## config.mk

```make
export PLATFORM = sky130hd
export DESIGN_NAME = general_timer_unit
export DESIGN_NICKNAME = d
export VERILOG_FILES = /design/src/rtl/general_timer_unit_pkg.sv /design/src/rtl/general_timer_unit.sv
export SDC_FILE = /design/constraint.sdc
export NUM_CORES = 1
export LEC_CHECK = 0
export BUFFER_PORTS_ARGS = -buffer_cell sky130_fd_sc_hd__buf_4
export CAP_MARGIN = 20
export CELL_PAD_IN_SITES_DETAIL_PLACEMENT = 0
export CELL_PAD_IN_SITES_GLOBAL_PLACEMENT = 1
export CORE_MARGIN = 2
export CORE_UTILIZATION = 52
export DETAILED_ROUTE_END_ITERATION = 16
export PLACE_DENSITY = 0.84
export SLEW_MARGIN = 20
export SYNTH_ARGS = -nofsm -noshare
export SYNTH_HDL_FRONTEND = slang
export SYNTH_SLANG_ARGS = --single-unit
```

## constraint.sdc

```tcl
create_clock -name pclk -period 10.29 [get_ports pclk]
set_clock_uncertainty 0.1 [all_clocks]
set_input_delay 1.5435 -clock pclk [delete_from_list [all_inputs] [get_ports pclk]]
set_output_delay 1.5435 -clock pclk [all_outputs]
set_load 0.005 [all_outputs]
```

## src/rtl/general_timer_unit_pkg.sv

```systemverilog
// Constants, field layout and pin bundle of the general timer unit
package general_timer_unit_pkg;

    // ************************************************************
    // Register byte addresses
    // ************************************************************
    localparam logic [7:0] ADDR_CTRL = 8'h00;
    localparam logic [7:0] ADDR_VALUE = 8'h14;
    localparam logic [7:0] ADDR_STRIDE = 8'h04;
    localparam logic [7:0] ADDR_CRR = 8'h28;
    localparam logic [7:0] ADDR_CAPCTL = 8'h2c;
    localparam logic [7:0] ADDR_FLAGS = 8'h30;

    // ************************************************************
    // Timer indices
    // ************************************************************
    localparam int NUM_TIMERS = 5;
    localparam int T_LOWER = 0;
    localparam int T_CORE = 1;
    localparam int T_UPPER = 2;
    localparam int T_SLOWER = 3;
    localparam int T_SUPPER = 4;

    // ************************************************************
    // Control word fields
    // ************************************************************
    localparam int F_MODE = 0;
    localparam int F_PRESC = 3;
    localparam int F_RUN = 6;
    localparam int F_DOWN = 7;
    localparam int F_EXTDIR = 8;
    localparam int F_EDGE = 9;
    localparam int F_GATEHI = 11;
    localparam int F_LATCHCLK = 12;
    localparam int F_RELOAD = 12;
    localparam int F_OUTEN = 13;
    localparam int F_LEDGE = 14;

    localparam int C_EDGE = 0;
    localparam int C_CORE_IN = 2;
    localparam int C_CORE_DIR = 3;
    localparam int C_CLEAR = 4;

    localparam int FLAG_CAPTURE = 5;

    // ************************************************************
    // Modes
    // ************************************************************
    localparam logic [2:0] MODE_TIMER = 3'h0;
    localparam logic [2:0] MODE_GATED = 3'h1;
    localparam logic [2:0] MODE_COUNTER = 3'h2;
    localparam logic [2:0] MODE_ENCODER = 3'h3;
    localparam logic [2:0] MODE_RELOAD = 3'h4;
    localparam logic [2:0] MODE_CAPTURE = 3'h5;

    // ************************************************************
    // Reset values and timing
    // ************************************************************
    localparam logic [15:0] CTRL_RST = 16'h0000;
    localparam logic [15:0] VALUE_RST = 16'h0000;
    localparam logic [4:0] CAPCTL_RST = 5'h00;
    localparam logic [5:0] FLAGS_RST = 6'h00;
    localparam logic [15:0] VALUE_TOP = 16'hffff;
    localparam logic [3:0] BASE1_LOG2 = 4'h2;
    localparam logic [3:0] BASE2_LOG2 = 4'h1;
    localparam int BASE1_CYCLES = 1 << BASE1_LOG2;
    localparam int BASE2_CYCLES = 1 << BASE2_LOG2;

    typedef struct packed {
        logic [2:0] in1;
        logic [2:0] dir1;
        logic [1:0] in2;
        logic [1:0] dir2;
        logic cap;
    } pins_t;

endpackage

```

## src/rtl/general_timer_unit.sv

```systemverilog
// Five-timer general purpose timer unit with APB register access
`timescale 1ns/100ps
`default_nettype none

// How it works
// - Five 16-bit timers, three plus two.
// - Timers run alone or chain within module.
// - Core timer has four selectable modes, its neighbours six.
// - Timer mode counts prescaled system clock ticks.
// - Counter mode counts selected input pin edges.
// - Gated mode counts ticks while gate level matches.
// - First module steps at most every 4 clocks.
// - Direction from software bit or direction pin.
// - Encoder mode decodes quadrature A/B phases.
// - Core latch toggles on wrap, drives pin/neighbours.
// - Neighbour in capture/reload role stops counting.
// - Capture role latches core value on pin edge.
// - Reload role loads core on pin or latch edge.
// - Opposite latch edges alternate reloads into core.
// - Second module steps at most every 2 clocks.
// - Second timers prescaled or external, direction selectable.
// - Second upper latch toggles, clocks lower, drives pin.
// - Second upper wrap clocks out and reloads itself.
// - Capture pin edge latches second lower, optional clear.
// - Core input/direction transitions also trigger capture.
module general_timer_unit
    import general_timer_unit_pkg::*;
(
    input wire logic pclk,
    input wire logic presetn,
    input wire logic psel,
    input wire logic penable,
    input wire logic pwrite,
    input wire logic [7:0] paddr,
    input wire logic [31:0] pwdata,
    output logic [31:0] prdata,
    output logic pready,
    output logic pslverr,
    input wire pins_t pins,
    output logic core_toggle_output,
    output logic second_toggle_output,
    output logic second_overflow_clock,
    output logic [5:0] request_flags
);

    // ************************************************************
    // State
    // ************************************************************
    logic [15:0] ctrl [NUM_TIMERS];
    logic [15:0] value [NUM_TIMERS];
    logic [15:0] next_value [NUM_TIMERS];
    logic [15:0] crr;
    logic [4:0] capctl;
    logic [9:0] divcnt;
    pins_t prev1;
    pins_t prev2;
    logic core_latch;
    logic core_latch_d;
    logic second_latch;
    logic second_latch_d;
    logic next_core_latch;
    logic next_second_latch;
    logic [NUM_TIMERS-1:0] cnt_ev;
    logic [NUM_TIMERS-1:0] down;
    logic [NUM_TIMERS-1:0] ovf;
    logic [NUM_TIMERS-1:0] wr_val;
    logic [NUM_TIMERS-1:0] wr_ctrl;
    logic [NUM_TIMERS-1:0] aux_cap;
    logic [NUM_TIMERS-1:0] aux_rel;
    logic cap_ev;
    logic base1;
    logic base2;
    logic acc;
    logic wr;
    logic [31:0] next_prdata;
    logic unmapped;

    function automatic logic edge_hit(input logic now, input logic prev,
                                      input logic [1:0] sel);
        edge_hit = (sel[0] & now & ~prev) | (sel[1] & ~now & prev);
    endfunction

    function automatic logic tick_at(input logic [9:0] c, input logic [2:0] presc,
                                     input logic [3:0] base_log2);
        logic [9:0] m;
        m = ~(10'h3ff << ({1'b0, presc} + base_log2));
        tick_at = (c & m) == m;
    endfunction

    // ************************************************************
    // APB decode
    // ************************************************************
    // One wait state: pready rises one edge into the access phase
    assign acc = psel & penable & pready;
    assign wr = acc & pwrite;

    always_comb begin
        next_prdata = 32'h0000_0000;
        unmapped = 1'b1;
        wr_val = '0;
        wr_ctrl = '0;
        for (int i = 0; i < NUM_TIMERS; i++) begin
            if (paddr == ADDR_CTRL + ADDR_STRIDE * 8'(i)) begin
                next_prdata = {16'h0000, ctrl[i]};
                unmapped = 1'b0;
                wr_ctrl[i] = wr;
            end
            if (paddr == ADDR_VALUE + ADDR_STRIDE * 8'(i)) begin
                next_prdata = {16'h0000, value[i]};
                unmapped = 1'b0;
                wr_val[i] = wr;
            end
        end
        case (paddr)
            ADDR_CRR: begin
                next_prdata = {16'h0000, crr};
                unmapped = 1'b0;
            end
            ADDR_CAPCTL: begin
                next_prdata = {27'h0000000, capctl};
                unmapped = 1'b0;
            end
            ADDR_FLAGS: begin
                next_prdata = {26'h0000000, request_flags};
                unmapped = 1'b0;
            end
            default: begin
            end
        endcase
    end

    always_ff @(posedge pclk or negedge presetn) begin
        if (!presetn) begin
            pready <= 1'b0;
            prdata <= 32'h0000_0000;
            pslverr <= 1'b0;
        end else begin
            pready <= psel & penable & ~pready;
            pslverr <= psel & penable & ~pready & unmapped;
            if (psel & penable & ~pready) begin
                prdata <= pwrite ? 32'h0000_0000 : next_prdata;
            end
        end
    end

    // ************************************************************
    // Control registers
    // ************************************************************
    always_ff @(posedge pclk or negedge presetn) begin
        if (!presetn) begin
            for (int i = 0; i < NUM_TIMERS; i++) begin
                ctrl[i] <= CTRL_RST;
            end
            capctl <= CAPCTL_RST;
        end else begin
            for (int i = 0; i < NUM_TIMERS; i++) begin
                if (wr_ctrl[i]) begin
                    ctrl[i] <= pwdata[15:0];
                end
            end
            if (wr && paddr == ADDR_CAPCTL) begin
                capctl <= pwdata[4:0];
            end
        end
    end

    // ************************************************************
    // Prescaler and pin sampling
    // ************************************************************
    // Free divider shared by both modules; base ticks set the finest step
    assign base1 = divcnt[1:0] == 2'(BASE1_CYCLES - 1);
    assign base2 = divcnt[0] == 1'(BASE2_CYCLES - 1);

    always_ff @(posedge pclk or negedge presetn) begin
        if (!presetn) begin
            divcnt <= 10'h000;
            prev1 <= '0;
            prev2 <= '0;
        end else begin
            divcnt <= 10'(divcnt + 10'h001);
            // Pins only seen at base ticks so no faster count is possible
            if (base1) begin
                prev1 <= pins;
            end
            if (base2) begin
                prev2 <= pins;
            end
        end
    end

    // ************************************************************
    // Count events and direction
    // ************************************************************
    always_comb begin
        logic [2:0] mode;
        logic [15:0] c;
        logic tick;
        logic gate_in;
        logic ein;
        logic lat_ev;
        logic a_chg;
        logic b_chg;
        mode = MODE_TIMER;
        c = CTRL_RST;
        tick = 1'b0;
        gate_in = 1'b0;
        ein = 1'b0;
        lat_ev = 1'b0;
        a_chg = 1'b0;
        b_chg = 1'b0;
        cnt_ev = '0;
        down = '0;
        aux_cap = '0;
        aux_rel = '0;
        for (int i = 0; i < NUM_TIMERS; i++) begin
            c = ctrl[i];
            mode = c[F_MODE+:3];
            if (i <= T_UPPER) begin
                tick = base1 && tick_at(divcnt, c[F_PRESC+:3], BASE1_LOG2);
                gate_in = pins.in1[i];
                ein = base1 && edge_hit(pins.in1[i], prev1.in1[i], c[F_EDGE+:2]);
                lat_ev = edge_hit(core_latch, core_latch_d, c[F_EDGE+:2]);
                a_chg = base1 && (pins.in1[i] != prev1.in1[i]);
                b_chg = base1 && (pins.dir1[i] != prev1.dir1[i]);
                down[i] = c[F_DOWN] ^ (c[F_EXTDIR] & pins.dir1[i]);
            end else begin
                tick = base2 && tick_at(divcnt, c[F_PRESC+:3], BASE2_LOG2);
                gate_in = pins.in2[i-T_SLOWER];
                ein = base2 && edge_hit(pins.in2[i-T_SLOWER], prev2.in2[i-T_SLOWER],
                                        c[F_EDGE+:2]);
                lat_ev = edge_hit(second_latch, second_latch_d, c[F_EDGE+:2]);
                a_chg = 1'b0;
                b_chg = 1'b0;
                down[i] = c[F_DOWN] ^ (c[F_EXTDIR] & pins.dir2[i-T_SLOWER]);
            end
            case (mode)
                MODE_TIMER: cnt_ev[i] = c[F_RUN] & tick;
                MODE_GATED: cnt_ev[i] = c[F_RUN] & tick & (gate_in == c[F_GATEHI]);
                MODE_COUNTER: begin
                    // Chained neighbours count the partner latch instead of the pin
                    if (c[F_LATCHCLK] && i != T_CORE && i != T_SUPPER) begin
                        cnt_ev[i] = c[F_RUN] & lat_ev;
                    end else begin
                        cnt_ev[i] = c[F_RUN] & ein;
                    end
                end
                MODE_ENCODER: begin
                    if (i <= T_UPPER) begin
                        cnt_ev[i] = c[F_RUN] & (a_chg | b_chg);
                        down[i] = c[F_DOWN] ^ (a_chg ? (pins.in1[i] == pins.dir1[i])
                                                     : (pins.in1[i] != pins.dir1[i]));
                    end
                end
                MODE_RELOAD: begin
                    // Stopped while acting as register for the core timer
                    if (i == T_LOWER || i == T_UPPER) begin
                        aux_rel[i] = ein | edge_hit(core_latch, core_latch_d,
                                                   c[F_LEDGE+:2]);
                    end
                end
                MODE_CAPTURE: begin
                    if (i == T_LOWER || i == T_UPPER) begin
                        aux_cap[i] = ein;
                    end
                end
                default: cnt_ev[i] = 1'b0;
            endcase
            ovf[i] = cnt_ev[i] & (down[i] ? value[i] == VALUE_RST : value[i] == VALUE_TOP);
        end
    end

    // Second module capture from its own pin or the core timer pins
    assign cap_ev = base2 & (edge_hit(pins.cap, prev2.cap, capctl[C_EDGE+:2])
                  | (capctl[C_CORE_IN] & (pins.in1[T_CORE] != prev2.in1[T_CORE]))
                  | (capctl[C_CORE_DIR] & (pins.dir1[T_CORE] != prev2.dir1[T_CORE])));

    assign next_core_latch = core_latch ^ ovf[T_CORE];
    assign next_second_latch = second_latch ^ ovf[T_SUPPER];

    // ************************************************************
    // Timer values
    // ************************************************************
    // Software writes win over hardware in the same cycle
    always_comb begin
        for (int i = 0; i < NUM_TIMERS; i++) begin
            if (wr_val[i]) begin
                next_value[i] = pwdata[15:0];
            end else if (i == T_CORE && aux_rel[T_LOWER]) begin
                next_value[i] = value[T_LOWER];
            end else if (i == T_CORE && aux_rel[T_UPPER]) begin
                next_value[i] = value[T_UPPER];
            end else if (aux_cap[i]) begin
                next_value[i] = value[T_CORE];
            end else if (i == T_SLOWER && cap_ev && capctl[C_CLEAR]) begin
                next_value[i] = VALUE_RST;
            end else if (i == T_SUPPER && ovf[i] && ctrl[i][F_RELOAD]) begin
                next_value[i] = crr;
            end else if (cnt_ev[i]) begin
                next_value[i] = down[i] ? 16'(value[i] - 16'h0001)
                                        : 16'(value[i] + 16'h0001);
            end else begin
                next_value[i] = value[i];
            end
        end
    end

    always_ff @(posedge pclk or negedge presetn) begin
        if (!presetn) begin
            for (int i = 0; i < NUM_TIMERS; i++) begin
                value[i] <= VALUE_RST;
            end
        end else begin
            for (int i = 0; i < NUM_TIMERS; i++) begin
                value[i] <= next_value[i];
            end
        end
    end

    // ************************************************************
    // Capture/reload register
    // ************************************************************
    always_ff @(posedge pclk or negedge presetn) begin
        if (!presetn) begin
            crr <= VALUE_RST;
        end else if (cap_ev) begin
            crr <= value[T_SLOWER];
        end else if (wr && paddr == ADDR_CRR) begin
            crr <= pwdata[15:0];
        end
    end

    // ************************************************************
    // Toggle latches and outputs
    // ************************************************************
    always_ff @(posedge pclk or negedge presetn) begin
        if (!presetn) begin
            core_latch <= 1'b0;
            core_latch_d <= 1'b0;
            second_latch <= 1'b0;
            second_latch_d <= 1'b0;
            core_toggle_output <= 1'b0;
            second_toggle_output <= 1'b0;
            second_overflow_clock <= 1'b0;
        end else begin
            core_latch <= next_core_latch;
            core_latch_d <= core_latch;
            second_latch <= next_second_latch;
            second_latch_d <= second_latch;
            core_toggle_output <= next_core_latch & ctrl[T_CORE][F_OUTEN];
            second_toggle_output <= next_second_latch & ctrl[T_SUPPER][F_OUTEN];
            second_overflow_clock <= ovf[T_SUPPER];
        end
    end

    // ************************************************************
    // Request flags
    // ************************************************************
    // Write one to clear; a new event in the same cycle still sets
    always_ff @(posedge pclk or negedge presetn) begin
        if (!presetn) begin
            request_flags <= FLAGS_RST;
        end else begin
            request_flags <= (request_flags & ~((wr && paddr == ADDR_FLAGS) ? pwdata[5:0]
                                                                              : 6'h00))
                           | {cap_ev, ovf | aux_cap};
        end
    end

endmodule // general_timer_unit

`default_nettype wire

```

==> impl_metrics.json <==
{
  "diodes": 0,
  "drtAntennaViolNets": 0,
  "ctsHoldBuffers": 0,
  "reg2reg_to": "value[79]",
  "synth_largest_area_cell": "dfrtp_1",
  "netSwitchingPower_uw": 496,
  "fp-row-count": 65,
  "place_inst": 2247,
  "peakVddDrop_v": 0.000106,
  "ios": 99,
  "fin_cells": 2293,
  "dr.pass1.iters": 7,
  "yosysSeqAreaShare": 0.349,
  "switching_share": 0.248,
  "portBuffers": 66,
  "drc": 0,
  "via_count": 15700,
  "routedWlPerCell_um": 25.8,
  "synthTopCellsByArea": "dfrtp_1 35%, mux2_2 7.5%, ha_1 6.3%",
  "wirelength_um": 59300,
  "cts_tree": "yes",
  "ys_ff_latch": 233,
  "crit_path_start_kind": "flop",
  "grt_pass1_wl_um": 90600,
  "top_usage_layer": "met2",
  "synth.most_common_cell": "dfrtp_1",
  "regArea_mm2": 0.00583,
  "fillers": 2844,
  "cts.root.buffer_cell": "clkbuf_16",
  "endpoint": "value[79]",
  "gp_congestion": 0.959,
  "nets": 2020,
  "final-max-slew-violation-count": 0,
  "p_per_area_mw_per_mm2": 110,
  "synth-edff-count": 0,
  "clock_latency_ns": 0.55,
  "endpoint_kind": "flop",
  "avgSynthCellArea_um2": 9.00,
  "final_util": 0.578,
  "synth_commonest_cells": "233 x dfrtp_1, 190 x nand2_1, 145 x o21ai_0, 129 x nor2_1, 124 x a21oi_1",
  "dp_hpwl_um": 41400,
  "maxSlewHeadroom": 0.295,
  "r2r_cells": 14,
  "synth_cells": 1857,
  "start_util": 0.528,
  "power_frac_comb": 0.062,
  "drive_gt1_frac": 0.145,
  "die_area_mm2": 0.0336,
  "p_clk_frac": 0.464,
  "syn_area_mm2": 0.0167,
  "die_h_um": 183,
  "leakagePower_uw": 0.00836,
  "cts_buffer_depth": 3,
  "path_cells": "ha_1 -> mux2i_1 -> mux2_2 -> a21oi_2 -> xnor2_2 -> ha_1 -> a2111oi_2 -> o21ai_0 -> a21boi_0 -> o21ai_0 -> o31a_1 -> nor4_1 -> a31o_2 -> o21ai_1",
  "cts_resized": 0,
  "core_region_area_mm2": 0.0316,
  "status": "finished, final reports clean",
  "antenna_found_initial": 2,
  "drtIter0Drc": 1594,
  "async_reset_ff_frac": 1.00,
  "crit_arrival_ns": 5.47,
  "crit_slowest_cell": "xnor2_2",
  "reg2reg_from": "divcnt[0]",
  "grt_max_degree": 109,
  "cp_slowest_stage_delay_ns": 0.81,
  "ys.flop_type": "dfrtp_1",
  "crit_fanout": 17,
  "rrSetupSlack_ns": 5.14,
  "rsz0062_at_grt": "no",
  "synth_warnings": 0,
  "postCtsSetupBuffers": 0,
  "grt_use_met2": 0.530,
  "ys_types": 85,
  "fmax_mhz": 194,
  "synth_top_area_frac": 0.349,
  "timing.setup.tns_ns": 0,
  "setup_viol_count_final": 0,
  "grt_use_met1": 0.505,
  "overflow": 0,
  "required_ns": 10.61,
  "grt_use_total": 0.354,
  "fin_crit_sh": 0.500,
  "cp-startpoint": "divcnt[0]",
  "period_needed_ns": 5.15,
  "max-cap-violations": 0,
  "worstSetupPathType": "reg2reg",
  "cts_buffers": 28,
  "total_power_uw": 2000,
  "grt_pass1_vias": 15000,
  "p_int_uw": 1510,
  "met3_usage": 0.0566,
  "areaGrowthSynthToFinish_pct": 9.41,
  "hold_slack_ns": 0.340,
  "hold_class": "reg2reg",
  "multi_input_area_mm2": 0.0102,
  "p_seq_frac": 0.474,
  "worst-slew-pin-transition_ns": 1.05,
  "die_w_um": 183,
  "drt-vias-per-instance": 6.84,
  "hold_violations": 0,
  "h-tree-depth": 1,
  "cts_sinks": 233,
  "cts.clk_slew.worst_paths_ns": 0.06
}
[metrics by stage]
step	area, um2	worst slack (ns)
floorplan	16800	5.20
global placement	17400	4.83
detailed placement	17400	4.70
CTS	18300	5.19
global route	18300	4.74
finish	18300	5.14
[flip-flops by register name (all words and copies together) (netlist names), 5 cells and up]
| name | count |
|---|---|
| prev2 | 5 |
| value | 80 |
| prev1 | 6 |
| prdata | 16 |
| crr | 16 |
| request_flags | 6 |
| divcnt | 10 |
| ctrl | 80 |
| capctl | 5 |
[worst min path at each step]
stage / startpoint / to / slack (ns) / depth (start not counted)
6_report: core_latch / core_latch_d / 0.34 / 0
5_1_grt: second_latch / second_latch_d / 0.36 / 0
4_1_cts: core_latch / core_latch_d / 0.34 / 0
3_5_place_dp: core_latch / core_latch_d / 0.33 / 0
3_3_place_gp: core_latch / core_latch_d / 0.32 / 0
2_1_floorplan: second_latch / second_latch_d / 0.30 / 0
[final cells by class]
| class | count | area share |
|---|---|---|
| multi-input cells | 1474 | 0.560 |
| flip-flops and latches | 233 | 0.319 |
| clock buffers | 42 | 0.0446 |
| repair buffers | 95 | 0.0394 |
| well taps | 402 | 0.0275 |
| inverters | 43 | 0.00883 |
| clock inverters | 4 | 0.00110 |
[per-layer routing]
| layer | share of wire | vias up |
|---|---|---|
| met5 | 0.00015 | - |
| met4 | 0.049 | 2 |
| met3 | 0.10 | 188 |
| met2 | 0.43 | 902 |
| met1 | 0.42 | 7638 |
| li1 | - | 6965 |
[power by group through the flow]
stage | clock network [uW] | registers (uW) | logic (uW)
after floorplan | 0 | 954 | 62.9
after global placement | 0 | 964 | 121
after detailed placement | 0 | 964 | 123
after CTS | 934 | 948 | 124
after global routing | 980 | 949 | 136
final | 928 | 949 | 124
[cells by family (layout without fill, tap and decap cells)]
logic type | count (synthesis) | in the layout | synth area share
compound gates | 568 | 568 | 0.226
fa+ha+maj | 89 | 89 | 0.0689
other cells | 1 | 16 | 0.000224
mux | 153 | 153 | 0.100
buf+inv | 165 | 184 | 0.0431
simple gates | 550 | 550 | 0.160
xor+xnor | 98 | 98 | 0.0518
flops | 233 | 233 | 0.349
[cell usage in the layout, fill, tap and decap left out, drive strengths merged, types with 22 or more instances in the layout]
cell type  netlist  layout
a221oi          24      24
nand3           28      28
xnor2           56      56
mux2           116     116
a22o            26      26
nor2           133     133
o211ai          24      24
nand4           45      45
nor4            27      27
o22ai           22      22
a21oi          125     125
a22oi           22      22
inv             43      43
xor2            42      42
nor3            37      37
buf             45      95
clkbuf          77      42
mux2i           37      37
ha              84      84
dfrtp          233     233
o21ai          151     151
nand2          191     191
[worst max-delay path: cells and delay by family, from the launching register on]
family / cells / cell delay [ns]
adders and majority gates: 2 / 0.79
and+or+nand+nor: 1 / 0.20
xor gates and xnor gates: 1 / 0.81
muxes: 2 / 0.43
DFF: 1 / 0.76
AOI/OAI and AO/OA: 8 / 1.93
Power figures use the tool's default switching activity.
